$ cat src/design/port_pin_pkg.sv
// Shared constants for the port pin block: pin layout, register word
// indices, reset values and bus handshake states.
// Assumes an Avalon-MM master that addresses 32-bit words by index.
package port_pin_pkg;

  // ****************************************************************
  // Pin layout in the flat pin vector
  // ****************************************************************
  localparam int NUM_PINS = 16;
  localparam int PA_W = 6;
  localparam int PC_W = 2;
  localparam int PD_W = 8;
  localparam int PA_LSB = 0;
  localparam int PC_LSB = 6;
  localparam int PD_LSB = 8;
  localparam int DRV_W = PA_W + PC_W;
  localparam int SPI_W = 4;
  localparam int DL_NARROW_W = 4;
  localparam int PC_IRQ_BIT = 1;
  localparam int PC_CLK_BIT = 0;

  // ****************************************************************
  // Bus geometry
  // ****************************************************************
  localparam int ADDR_W = 9;
  localparam int DATA_W = 32;
  localparam int BE_W = 4;
  localparam int BYTE_W = 8;

  // ****************************************************************
  // Register word indices (byte address is four times the index)
  // ****************************************************************
  localparam logic [ADDR_W-1:0] OFS_PTA = 9'h000;
  localparam logic [ADDR_W-1:0] OFS_PTC = 9'h002;
  localparam logic [ADDR_W-1:0] OFS_PTD = 9'h003;
  localparam logic [ADDR_W-1:0] OFS_DDRA = 9'h004;
  localparam logic [ADDR_W-1:0] OFS_DDRC = 9'h006;
  localparam logic [ADDR_W-1:0] OFS_DDRD = 9'h007;
  localparam logic [ADDR_W-1:0] OFS_PTIA = 9'h120;
  localparam logic [ADDR_W-1:0] OFS_RDRA = 9'h122;
  localparam logic [ADDR_W-1:0] OFS_RSVD_LO = 9'h123;
  localparam logic [ADDR_W-1:0] OFS_RSVD_HI = 9'h17f;
  localparam logic [ADDR_W-1:0] OFS_PTIC = 9'h180;
  localparam logic [ADDR_W-1:0] OFS_PTID = 9'h181;
  localparam logic [ADDR_W-1:0] OFS_RDRC = 9'h182;

  // ****************************************************************
  // Reset values
  // ****************************************************************
  localparam logic [NUM_PINS-1:0] RST_PINS = 16'h0000;
  localparam logic [DRV_W-1:0] RST_DRV = 8'h00;
  localparam logic [DATA_W-1:0] RST_WORD = 32'h0000_0000;

  // ****************************************************************
  // Bus handshake states
  // ****************************************************************
  typedef enum logic [0:0] {
    BUS_IDLE = 1'b0,
    BUS_ACK = 1'b1
  } bus_state_t;

endpackage

$ cat src/design/pin_sync_if.sv
// Carrier between the port block and its input synchroniser.
// Assumes both ends share the bus clock.
interface pin_sync_if import port_pin_pkg::*; ();
  logic [NUM_PINS-1:0] raw;
  logic [NUM_PINS-1:0] sync;

  // The port block feeds raw pins and reads the settled levels
  modport src (output raw, input sync);
  modport syncer (input raw, output sync);
endinterface

$ cat src/design/pin_input_sync.sv
// Two-stage synchroniser for every pin input of the port block.
// Assumes raw pins may change at any time relative to the bus clock.
module pin_input_sync import port_pin_pkg::*; (
  // Clock and reset
  input wire logic i_sys_clk,
  input wire logic i_rst_n,
  // Pin levels in and settled levels out
  pin_sync_if.syncer sif
);

  // ****************************************************************
  // State
  // ****************************************************************
  typedef struct packed {
    logic [NUM_PINS-1:0] stage1;
    logic [NUM_PINS-1:0] stage2;
  } sync_state_t;

  sync_state_t st;
  sync_state_t next_st;

  // Only the second stage reads the first one, to let metastability settle
  always_comb begin
    next_st = st;
    next_st.stage1 = sif.raw;
    next_st.stage2 = st.stage1;
  end

  // State register
  always_ff @(posedge i_sys_clk) begin
    if (!i_rst_n) begin
      st <= '{stage1: RST_PINS, stage2: RST_PINS};
    end else begin
      st <= next_st;
    end
  end

  // Settled levels to the port block
  assign sif.sync = st.stage2;

endmodule

$ cat src/design/port_pin_io_control.sv
// Port pin logic for ports A (6 pins), C (2 pins) and internal port D
// (8 pins): output latches, direction bits, input samples, drive select
// and takeover by the SPI and the die-link interface.
// Assumes an Avalon-MM master, a stop-mode flag from the clock unit and
// pad cells that honour the enables, drive and pull-down outputs.
//
// Decided for this implementation: register access over Avalon-MM.
module port_pin_io_control import port_pin_pkg::*; (
  // Clock and reset
  input wire logic i_sys_clk,
  input wire logic i_rst_n,
  // Avalon-MM slave
  input wire logic [ADDR_W-1:0] i_avs_address,
  input wire logic i_avs_read,
  input wire logic i_avs_write,
  input wire logic [BE_W-1:0] i_avs_byteenable,
  input wire logic [DATA_W-1:0] i_avs_writedata,
  output logic [DATA_W-1:0] o_avs_readdata,
  output logic o_avs_waitrequest,
  // Port A pins
  input wire logic [PA_W-1:0] i_pa_in,
  output logic [PA_W-1:0] o_pa_out,
  output logic [PA_W-1:0] o_pa_oe,
  output logic [PA_W-1:0] o_pa_reduced,
  // Port C pins
  input wire logic [PC_W-1:0] i_pc_in,
  output logic [PC_W-1:0] o_pc_out,
  output logic [PC_W-1:0] o_pc_oe,
  output logic [PC_W-1:0] o_pc_reduced,
  output logic [PC_W-1:0] o_pc_pulldown,
  // Port D internal lines
  input wire logic [PD_W-1:0] i_pd_in,
  output logic [PD_W-1:0] o_pd_out,
  output logic [PD_W-1:0] o_pd_oe,
  output logic [PD_W-1:0] o_pd_pulldown,
  // SPI module
  input wire logic i_spi_enable,
  input wire logic [SPI_W-1:0] i_spi_out,
  input wire logic [SPI_W-1:0] i_spi_oe,
  output logic [SPI_W-1:0] o_spi_in,
  // Die-link interface
  input wire logic i_dl_enable,
  input wire logic i_dl_narrow,
  input wire logic i_dl_clk_out,
  input wire logic [PD_W-1:0] i_dl_data_out,
  input wire logic i_dl_data_oe,
  output logic [PD_W-1:0] o_dl_data_in,
  output logic o_dl_irq,
  output logic o_dl_wake,
  // Power mode
  input wire logic i_stop_mode
);

  // ****************************************************************
  // State
  // ****************************************************************
  typedef struct packed {
    bus_state_t bus;
    logic [NUM_PINS-1:0] latch;
    logic [NUM_PINS-1:0] ddr;
    logic [DRV_W-1:0] rdr;
    logic [DATA_W-1:0] rdata;
  } regs_t;

  regs_t st;
  regs_t next_st;

  pin_sync_if sif ();

  logic [NUM_PINS-1:0] own;
  logic [NUM_PINS-1:0] per_out;
  logic [NUM_PINS-1:0] per_oe;
  logic [NUM_PINS-1:0] pin_out;
  logic [NUM_PINS-1:0] pin_oe;
  logic [NUM_PINS-1:0] sample;
  logic req;
  logic wr_lane;

  // ****************************************************************
  // Decode helpers
  // ****************************************************************

  // The reserved hole is decoded in both the read and the write path
  function automatic logic is_reserved(input logic [ADDR_W-1:0] addr);
    is_reserved = (addr >= OFS_RSVD_LO) && (addr <= OFS_RSVD_HI);
  endfunction

  // Latch read-back picks per pin on the direction bit and nothing else
  function automatic logic [NUM_PINS-1:0] latch_view(input logic [NUM_PINS-1:0] ddr,
                                                     input logic [NUM_PINS-1:0] latch,
                                                     input logic [NUM_PINS-1:0] smp);
    latch_view = (ddr & latch) | (~ddr & smp);
  endfunction

  // ****************************************************************
  // Input synchroniser
  // ****************************************************************

  // Raw pins enter in flat order A, C, D from bit 0 upward
  assign sif.raw = {i_pd_in, i_pc_in, i_pa_in};
  assign sample = sif.sync;

  pin_input_sync u_sync (
    .i_sys_clk(i_sys_clk),
    .i_rst_n(i_rst_n),
    .sif(sif)
  );

  // ****************************************************************
  // Peripheral ownership
  // ****************************************************************

  // Ownership comes straight from the peripherals, so the stored direction
  // bits are never written here and survive a takeover untouched
  always_comb begin
    own = '0;
    per_out = '0;
    per_oe = '0;
    // SPI takes the low four port A pins; the top two stay GPIO only
    own[PA_LSB +: SPI_W] = {SPI_W{i_spi_enable}};
    per_out[PA_LSB +: SPI_W] = i_spi_out;
    per_oe[PA_LSB +: SPI_W] = i_spi_oe;
    // Port C: pin 1 receives the link interrupt, pin 0 drives the link clock
    own[PC_LSB + PC_IRQ_BIT] = i_dl_enable;
    per_oe[PC_LSB + PC_IRQ_BIT] = 1'b0;
    own[PC_LSB + PC_CLK_BIT] = i_dl_enable;
    per_out[PC_LSB + PC_CLK_BIT] = i_dl_clk_out;
    per_oe[PC_LSB + PC_CLK_BIT] = 1'b1;
    // Port D: lower half always with the link, upper half only when wide
    own[PD_LSB +: DL_NARROW_W] = {DL_NARROW_W{i_dl_enable}};
    own[PD_LSB + DL_NARROW_W +: DL_NARROW_W] = {DL_NARROW_W{i_dl_enable & ~i_dl_narrow}};
    per_out[PD_LSB +: PD_W] = i_dl_data_out;
    per_oe[PD_LSB +: PD_W] = {PD_W{i_dl_data_oe}};
  end

  // ****************************************************************
  // Pin drivers
  // ****************************************************************

  // Each pin chooses between its GPIO controls and its owner
  generate
    for (genvar p = 0; p < NUM_PINS; p++) begin : g_pin
      assign pin_oe[p] = own[p] ? per_oe[p] : st.ddr[p];
      assign pin_out[p] = own[p] ? per_out[p] : st.latch[p];
    end
  endgenerate

  // The latch reaches a pad only through the enable, so a write to an input
  // pin changes nothing outside
  assign o_pa_out = pin_out[PA_LSB +: PA_W];
  assign o_pa_oe = pin_oe[PA_LSB +: PA_W];
  assign o_pc_out = pin_out[PC_LSB +: PC_W];
  assign o_pc_oe = pin_oe[PC_LSB +: PC_W];
  assign o_pd_out = pin_out[PD_LSB +: PD_W];
  assign o_pd_oe = pin_oe[PD_LSB +: PD_W];

  // Reduced drive asks for one sixth strength, gated by the output enable
  assign o_pa_reduced = st.rdr[PA_LSB +: PA_W] & pin_oe[PA_LSB +: PA_W];
  assign o_pc_reduced = st.rdr[PA_W +: PC_W] & pin_oe[PC_LSB +: PC_W];

  // ****************************************************************
  // Pull-downs and peripheral inputs
  // ****************************************************************

  // Keep link inputs from floating while the far die is quiet
  assign o_pc_pulldown = {own[PC_LSB + PC_IRQ_BIT], 1'b0};
  assign o_pd_pulldown = own[PD_LSB +: PD_W] & ~per_oe[PD_LSB +: PD_W];

  // Peripherals see the same settled levels as software
  assign o_spi_in = sample[PA_LSB +: SPI_W];
  assign o_dl_data_in = sample[PD_LSB +: PD_W];
  assign o_dl_irq = sample[PC_LSB + PC_IRQ_BIT] & own[PC_LSB + PC_IRQ_BIT];

  // The wake path reads the raw pad, since no clock runs in stop mode;
  // it is a combinational output and may glitch with the pin
  assign o_dl_wake = i_stop_mode & i_dl_enable & i_pc_in[PC_IRQ_BIT];

  // ****************************************************************
  // Register bus
  // ****************************************************************

  // Every access takes one wait cycle, then completes
  assign req = i_avs_read | i_avs_write;
  assign o_avs_waitrequest = req & (st.bus == BUS_IDLE);
  assign o_avs_readdata = st.rdata;
  assign wr_lane = i_avs_write & i_avs_byteenable[0];

  // Next-state logic: read data is captured in the wait cycle, writes land
  // on the completing edge only
  always_comb begin
    next_st = st;
    case (st.bus)
      BUS_IDLE: begin
        if (req) begin
          next_st.bus = BUS_ACK;
        end
        if (i_avs_read) begin
          if (is_reserved(i_avs_address)) begin
            next_st.rdata = RST_WORD;
          end else begin
            case (i_avs_address)
              OFS_PTA: begin
                next_st.rdata = DATA_W'(latch_view(st.ddr, st.latch, sample) >> PA_LSB) & DATA_W'({PA_W{1'b1}});
              end
              OFS_PTC: begin
                next_st.rdata = DATA_W'(latch_view(st.ddr, st.latch, sample) >> PC_LSB) & DATA_W'({PC_W{1'b1}});
              end
              OFS_PTD: begin
                next_st.rdata = DATA_W'(latch_view(st.ddr, st.latch, sample) >> PD_LSB) & DATA_W'({PD_W{1'b1}});
              end
              OFS_DDRA: begin
                next_st.rdata = DATA_W'(st.ddr[PA_LSB +: PA_W]);
              end
              OFS_DDRC: begin
                next_st.rdata = DATA_W'(st.ddr[PC_LSB +: PC_W]);
              end
              OFS_DDRD: begin
                next_st.rdata = DATA_W'(st.ddr[PD_LSB +: PD_W]);
              end
              OFS_PTIA: begin
                next_st.rdata = DATA_W'(sample[PA_LSB +: PA_W]);
              end
              OFS_PTIC: begin
                next_st.rdata = DATA_W'(sample[PC_LSB +: PC_W]);
              end
              OFS_PTID: begin
                next_st.rdata = DATA_W'(sample[PD_LSB +: PD_W]);
              end
              OFS_RDRA: begin
                next_st.rdata = DATA_W'(st.rdr[PA_LSB +: PA_W]);
              end
              OFS_RDRC: begin
                next_st.rdata = DATA_W'(st.rdr[PA_W +: PC_W]);
              end
              default: begin
                next_st.rdata = RST_WORD;
              end
            endcase
          end
        end
      end
      BUS_ACK: begin
        next_st.bus = BUS_IDLE;
        // Reserved words and the input samples have no write path at all
        if (wr_lane && !is_reserved(i_avs_address)) begin
          case (i_avs_address)
            OFS_PTA: begin
              next_st.latch[PA_LSB +: PA_W] = i_avs_writedata[PA_W-1:0];
            end
            OFS_PTC: begin
              next_st.latch[PC_LSB +: PC_W] = i_avs_writedata[PC_W-1:0];
            end
            OFS_PTD: begin
              next_st.latch[PD_LSB +: PD_W] = i_avs_writedata[PD_W-1:0];
            end
            OFS_DDRA: begin
              next_st.ddr[PA_LSB +: PA_W] = i_avs_writedata[PA_W-1:0];
            end
            OFS_DDRC: begin
              next_st.ddr[PC_LSB +: PC_W] = i_avs_writedata[PC_W-1:0];
            end
            OFS_DDRD: begin
              next_st.ddr[PD_LSB +: PD_W] = i_avs_writedata[PD_W-1:0];
            end
            OFS_RDRA: begin
              next_st.rdr[PA_LSB +: PA_W] = i_avs_writedata[PA_W-1:0];
            end
            OFS_RDRC: begin
              next_st.rdr[PA_W +: PC_W] = i_avs_writedata[PC_W-1:0];
            end
            default: begin
              next_st.bus = BUS_IDLE;
            end
          endcase
        end
      end
      default: begin
        next_st.bus = BUS_IDLE;
      end
    endcase
  end

  // ****************************************************************
  // State register
  // ****************************************************************

  // All pins come up as inputs with full drive and cleared latches
  always_ff @(posedge i_sys_clk) begin
    if (!i_rst_n) begin
      st <= '{bus: BUS_IDLE, latch: RST_PINS, ddr: RST_PINS, rdr: RST_DRV, rdata: RST_WORD};
    end else begin
      st <= next_st;
    end
  end

endmodule

$ cat config.mk
export PLATFORM = sky130hd
export DESIGN_NAME = port_pin_io_control
export DESIGN_NICKNAME = d
export VERILOG_FILES = /design/src/design/port_pin_pkg.sv /design/src/design/pin_sync_if.sv /design/src/design/pin_input_sync.sv /design/src/design/port_pin_io_control.sv
export SDC_FILE = /design/constraint.sdc
export NUM_CORES = 1
export LEC_CHECK = 0
export BUFFER_PORTS_ARGS = -buffer_cell sky130_fd_sc_hd__buf_2
export CAP_MARGIN = 40
export CORE_MARGIN = 2
export CORE_UTILIZATION = 25
export CTS_CLUSTER_SIZE = 16
export DETAILED_ROUTE_END_ITERATION = 12
export GPL_TIMING_DRIVEN = 1
export SLEW_MARGIN = 20
export SYNTH_ARGS = -nofsm -noshare
export SYNTH_HDL_FRONTEND = slang
export SYNTH_SLANG_ARGS = --single-unit
$ cat constraint.sdc
create_clock -name i_sys_clk -period 2.1 [get_ports i_sys_clk]
set_input_delay 0.21 -clock i_sys_clk [delete_from_list [all_inputs] [get_ports i_sys_clk]]
set_output_delay 0.21 -clock i_sys_clk [all_outputs]
set_load 0.03 [all_outputs]
; Yosys cells after proc, flatten, opt, wreduce, memory -nomap -nowiden
; Cells that the tools add are included.
[totals]
register_bits = 105
inputBits = 87
out_inout_bits = 97
elab_cells = 86
[classes]
order_cmp = 2
eq_ne = 10
n_mux = 32
n_bitwise = 17
n_reduce_logical = 13
[ops]
columns = cell, n
row1 = $pmux W8 S11, 1
row2 = $eq A9 B9 Y1 const B, 5
row3 = $and A16 B16 Y16, 2
row4 = $mux W32, 1
row5 = $mux W1, 29
row6 = $eq A9 B3 Y1 const B, 3
row7 = $reduce_and A3 Y1, 8
row8 = $eq A9 B2 Y1 const B, 2
row9 = $not A16 Y16, 1
row10 = $or A16 B16 Y16, 1
row11 = $ge A9 B9 Y1 const B, 1
row12 = $le A9 B9 Y1 const B, 1
row13 = $logic_not A9 Y1, 1
row14 = $and A8 B8 Y8, 1
row15 = $not A8 Y8, 1
row16 = $and A1 B1 Y1, 6
row17 = $and A6 B6 Y6, 1
row18 = $and A2 B2 Y2, 1
row19 = $logic_and A1 B1 Y1, 2
row20 = $not A1 Y1, 2
row21 = $pmux W1 S2, 1
row22 = $reduce_and A2 Y1, 1
row23 = $logic_not A1 Y1, 1
row24 = $or A1 B1 Y1, 1

; Logic depth before layout (Yosys ltp)
[depth]
word_depth = 5
ltp_mapped = 7
depth_no_buf = 5

; Cells and area by module
; A second synthesis with hierarchy kept.
[unflattened]
hier_cells = 469
area_unflattened_um2 = 4131.5
[modules_own_cells]
columns = mod, instances, cells_each, area_each_um2, seq_area_each_um2
row1 = port_pin_io_control, 1, 402, 3235.6, 980.9
row2 = pin_input_sync, 1, 67, 895.9, 640.6

; Worst setup path after synthesis
; OpenSTA, ideal clock, no wires.
[synth_path]
path_kind = input -> output
start = in i_dl_enable
end = out o_pd_pulldown[5]
t_arrival_ns = 1.994
required_ns = 1.890
slack_ns = -0.104
cell_stages = 4
n_path_buf = 2
cell_sequence = clkbuf_1 -> nor2b_1 -> nor2b_1 -> buf_4
[synth_via]
elab_chain_len = 2
[synth_rtl]
columns = element, line_no
row1 = "start, declared", port_pin_io_control.sv:42  ; input wire logic i_dl_enable,
row2 = $and A1 B1 Y1, port_pin_io_control.sv:131  ; own[PD_LSB + DL_NARROW_W +: DL_NARROW_W] = {DL_NARROW_W{i_dl_enable & ~i_dl_narrow}};
row3 = $and A8 B8 Y8, port_pin_io_control.sv:167  ; assign o_pd_pulldown = own[PD_LSB +: PD_W] & ~per_oe[PD_LSB +: PD_W];
row4 = "end, declared", port_pin_io_control.sv:35  ; output logic [PD_W-1:0] o_pd_pulldown,
; Every way passes these cells.

; Worst setup path after layout
[layout_path]
start = in i_avs_address[4]
end = reg st, in the netlist o_avs_readdata[4]
[layout_via]
elab_chain_len = 3
word_cells_on_any_way = 16
cone_classes = order compare (2) / eq/ne (10) / mux (2) / reduce/logical (2)
[layout_rtl]
columns = element, line_no
row1 = "start, declared", port_pin_io_control.sv:13  ; input wire logic [ADDR_W-1:0] i_avs_address,
row2 = $ge A9 B9 Y1 (tied with other cells), port_pin_io_control.sv:85  ; is_reserved = (addr >= OFS_RSVD_LO) && (addr <= OFS_RSVD_HI);
row3 = $logic_and A1 B1 Y1 / $pmux W8 S11 (equally long branches), "port_pin_io_control.sv:85, port_pin_io_control.sv:201"
row4 = $mux W32 *, port_pin_io_control.sv:198  ; if (is_reserved(i_avs_address)) begin
row5 = "end signal, assigned", port_pin_io_control.sv:290  ; st <= '{bus: BUS_IDLE, latch: RST_PINS, ddr: RST_PINS, rdr: RST_DRV, rdata: RST_WORD};
row6 = "end signal, assigned", port_pin_io_control.sv:292  ; st <= next_st;
row7 = "end, declared", port_pin_io_control.sv:65  ; regs_t st;
; Every way passes the cells marked *; elsewhere a longest branch is shown, timed or not.
; A chain may end at the register's enable or synchronous reset.

==> impl_metrics.tcl <==
set metrics [dict create \
    finalWirelength_mm 12.35 \
    final.setup.worst_slack_ps 324.9 \
    grt_pass1_vias 3265 \
    maxCapViolCount 0 \
    netlist_area_um2 4315 \
    rows 48 \
    areaGrowthSynthToFinish_pct 21.95 \
    coreArea_um2 17060 \
    sequentialPowerShare_pct 42.5 \
    post_cts_resized 0 \
    nFillCells 1821 \
    synthArstFlopShare_pct 0 \
    io_buffers 131 \
    p_sw_uw 972.4 \
    holdPathStages 2 \
    drt-wirelength-per-cell_um 15.17 \
    stdcell_count 814 \
    hold_viol_final 0 \
    root_buffer "clkbuf_16" \
    initialDrtViolationCount 154 \
    fmax_ghz 0.5634 \
    busiest_layer "met2" \
    drc 0 \
    final_max_slew_viol_count 0 \
    vias 3510 \
    status "finished, final reports clean" \
    crit_path_max_fanout 6 \
    cts_htree_levels 3 \
    power_frac_comb_pct 12.0 \
    intPower_uw 2751 \
    p_total_uw 3723 \
    synth_ff_type "dfxtp_1" \
    min_to "u_sync.next_st[12]$_SDFF_PN0_" \
    timing.final.crit_period_ps 1775 \
    post-dp-hpwl_mm 9.563 \
    finalSetupTns_ps 0 \
    setup_viol 0 \
    r2r-start "st[72]$_SDFF_PP0_" \
    start_util_pct 25.30 \
    power_frac_clock_pct 45.5 \
    place_congestion 0.9128 \
    syn_avg_cell_area_um2 8.861 \
    drive_gt1_share_pct 31.58 \
    ys_seq_area_share_pct 37.58 \
    period_share_pct 84.53 \
    holdBufCountCts 0 \
    die_area_um2 18330 \
    final_common_cell "buf_2" \
    rsz0062_at_grt "false" \
    ios 184 \
    grt_max_degree 48 \
    yosys_warnings 0 \
    ant_nets 0 \
    cts_tree "built" \
    reg2reg_slack_ps 340 \
    crit_arrival_ps 2040 \
    post-cts-setup-buffers 0 \
    timing.critical_path.required_ps 2360 \
    fin_skew_ps 6.141 \
    via_per_inst 4.312 \
    clock_sinks 81 \
    final_cell_mix "131 x buf_2, 81 x dfxtp_1, 52 x nand2_1, 45 x and2_1, 42 x nor2b_1" \
    r2r_cells 6 \
    min_path_type "in -> reg" \
    grtUsageMet1_pct 18.38 \
    p_leak_uw 0.002287 \
    clock_latency_ps 340 \
    start_kind "input port" \
    critical_path_class "in -> reg" \
    placed_cells 799 \
    ys_types 49 \
    clockBufferDepth 2 \
    r2r-end "st[37]$_SDFFE_PN0P_" \
    end_kind "flip-flop" \
    cts_buffers 9 \
    fin_nets 672 \
    antennaDiodeCount 0 \
    synth_edf_count 0 \
    synthTopCellsByArea "dfxtp_1 38%, buf_4 9.7%, mux2i_1 9.5%, and2_1 6.5%, nor2b_1 6.2%" \
    netlist_instances 487 \
    hold_start "i_pd_in[4]" \
    first_pass_iters 4 \
    pwr_density_cell_nw_per_um2 707.5 \
    synth_top_cell_by_area "dfxtp_1" \
    clk_transition_reported_paths_ps 60 \
    use_met2_pct 21.32 \
    grtUsageMet3_pct 1.684 \
    ir_drop_mv 0.3281 \
    yosysTopAreaCellShare_pct 37.58 \
    grt_antenna_before_repair 0 \
    holdWs_ps 74.36 \
    dpl_worst_slack_ps 15.96 \
    overflow 0 \
    grt_pass1_wl_mm 18.40 \
    ys_ff_latch 81 \
    p_sw_share_pct 26.12 \
    die_w_um 135.4 \
    die_height_um 135.4 \
    grtUsageTotal_pct 13.36 \
]
[sequential cells by signal (all words and copies together) (netlist names)]
register	flops
st	37
u_sync.next_st	16
u_sync.sif.sync	16
o_avs_readdata	8
o_pa_oe	2
o_pa_out	2
[per-layer routing]
layer | vias to the layer above | routed length, µm
met2 | 135 | 5523
met1 | 1587 | 6053
met3 | 12 | 618
met4 | 0 | 150
met5 | - | 0
li1 | 1776 | -
[critical path, stage by stage]
cell	delay (ps)
buf_2	120
or4_4	580
or4_1	520
a21oi_2	200
o211ai_2	210
o21ai_1	190
[power by group through the flow]
| stage | registers (µW) | logic (µW) | clock network (µW) |
|---|---|---|---|
| after floorplan | 1610 | 357 | 0 |
| after global placement | 1620 | 444 | 0 |
| after detailed placement | 1620 | 447 | 0 |
| after CTS | 1580 | 448 | 1740 |
| after global routing | 1590 | 480 | 1780 |
| final | 1580 | 446 | 1690 |
[metrics by stage]
| step | utilization [%] | cell area [µm²] |
|---|---|---|
| floorplan | - | 4408 |
| global placement | 28.99 | 4945 |
| global route | 30.85 | 5263 |
| finish | 30.85 | 5263 |
| detailed placement | 28.99 | 4945 |
| CTS | 30.85 | 5263 |
[synthesized netlist by cell type (4+ instances only)]
library cell and n:
buf_4 56, a21boi_0 8, mux2i_1 41, nand3_1 7, o21ai_1 6, nor2_1 10
and2_1 45, nor4_1 6, clkbuf_1 22, nor2b_1 43, nand2b_1 8, o21ai_0 19
mux2_2 14, inv_1 8, nand2_1 52, and3_1 4, a221oi_1 5, nor3_1 5
dfxtp_1 81
[worst max path at each step]
stage / endpoint / cells past startpoint / slack (ps) / startpoint
floorplan: o_pd_pulldown[5] / 4 / 70 / i_dl_enable
global placement: o_avs_readdata[5]$_SDFFE_PN0P_ / 6 / 30 / i_avs_address[4]
detailed placement: st[69]$_SDFFE_PN0P_ / 7 / 20 / i_avs_address[4]
CTS: st[37]$_SDFFE_PN0P_ / 6 / 340 / st[72]$_SDFF_PP0_
global route: st[64]$_SDFFE_PN0P_ / 7 / 170 / i_avs_address[4]
finish: o_avs_readdata[4]$_SDFFE_PN0P_ / 6 / 320 / i_avs_address[4]
[cell type report]
| cell class | instances | area [µm²] | share of cell area, % |
|---|---|---|---|
| Clock buffer | 9 | 225.2 | 4.280 |
| Clock inverter | 6 | 92.59 | 1.759 |
| Inverter | 8 | 30.03 | 0.5706 |
| Multi-Input combinational cell | 339 | 2231 | 42.39 |
| Sequential cell | 81 | 1622 | 30.81 |
| Tap cell | 225 | 281.5 | 5.349 |
| Timing Repair Buffer | 146 | 780.7 | 14.84 |
[cells by family after synthesis]
kind of cell	share of synthesized area (%)
multiplexers	13.16
AND/OR/NAND/NOR	25.66
AO/OA/AOI/OAI	10.64
buffers and inverters	12.87
flip-flops	37.58
other	0.08690
(Power assumes the default switching activity.)
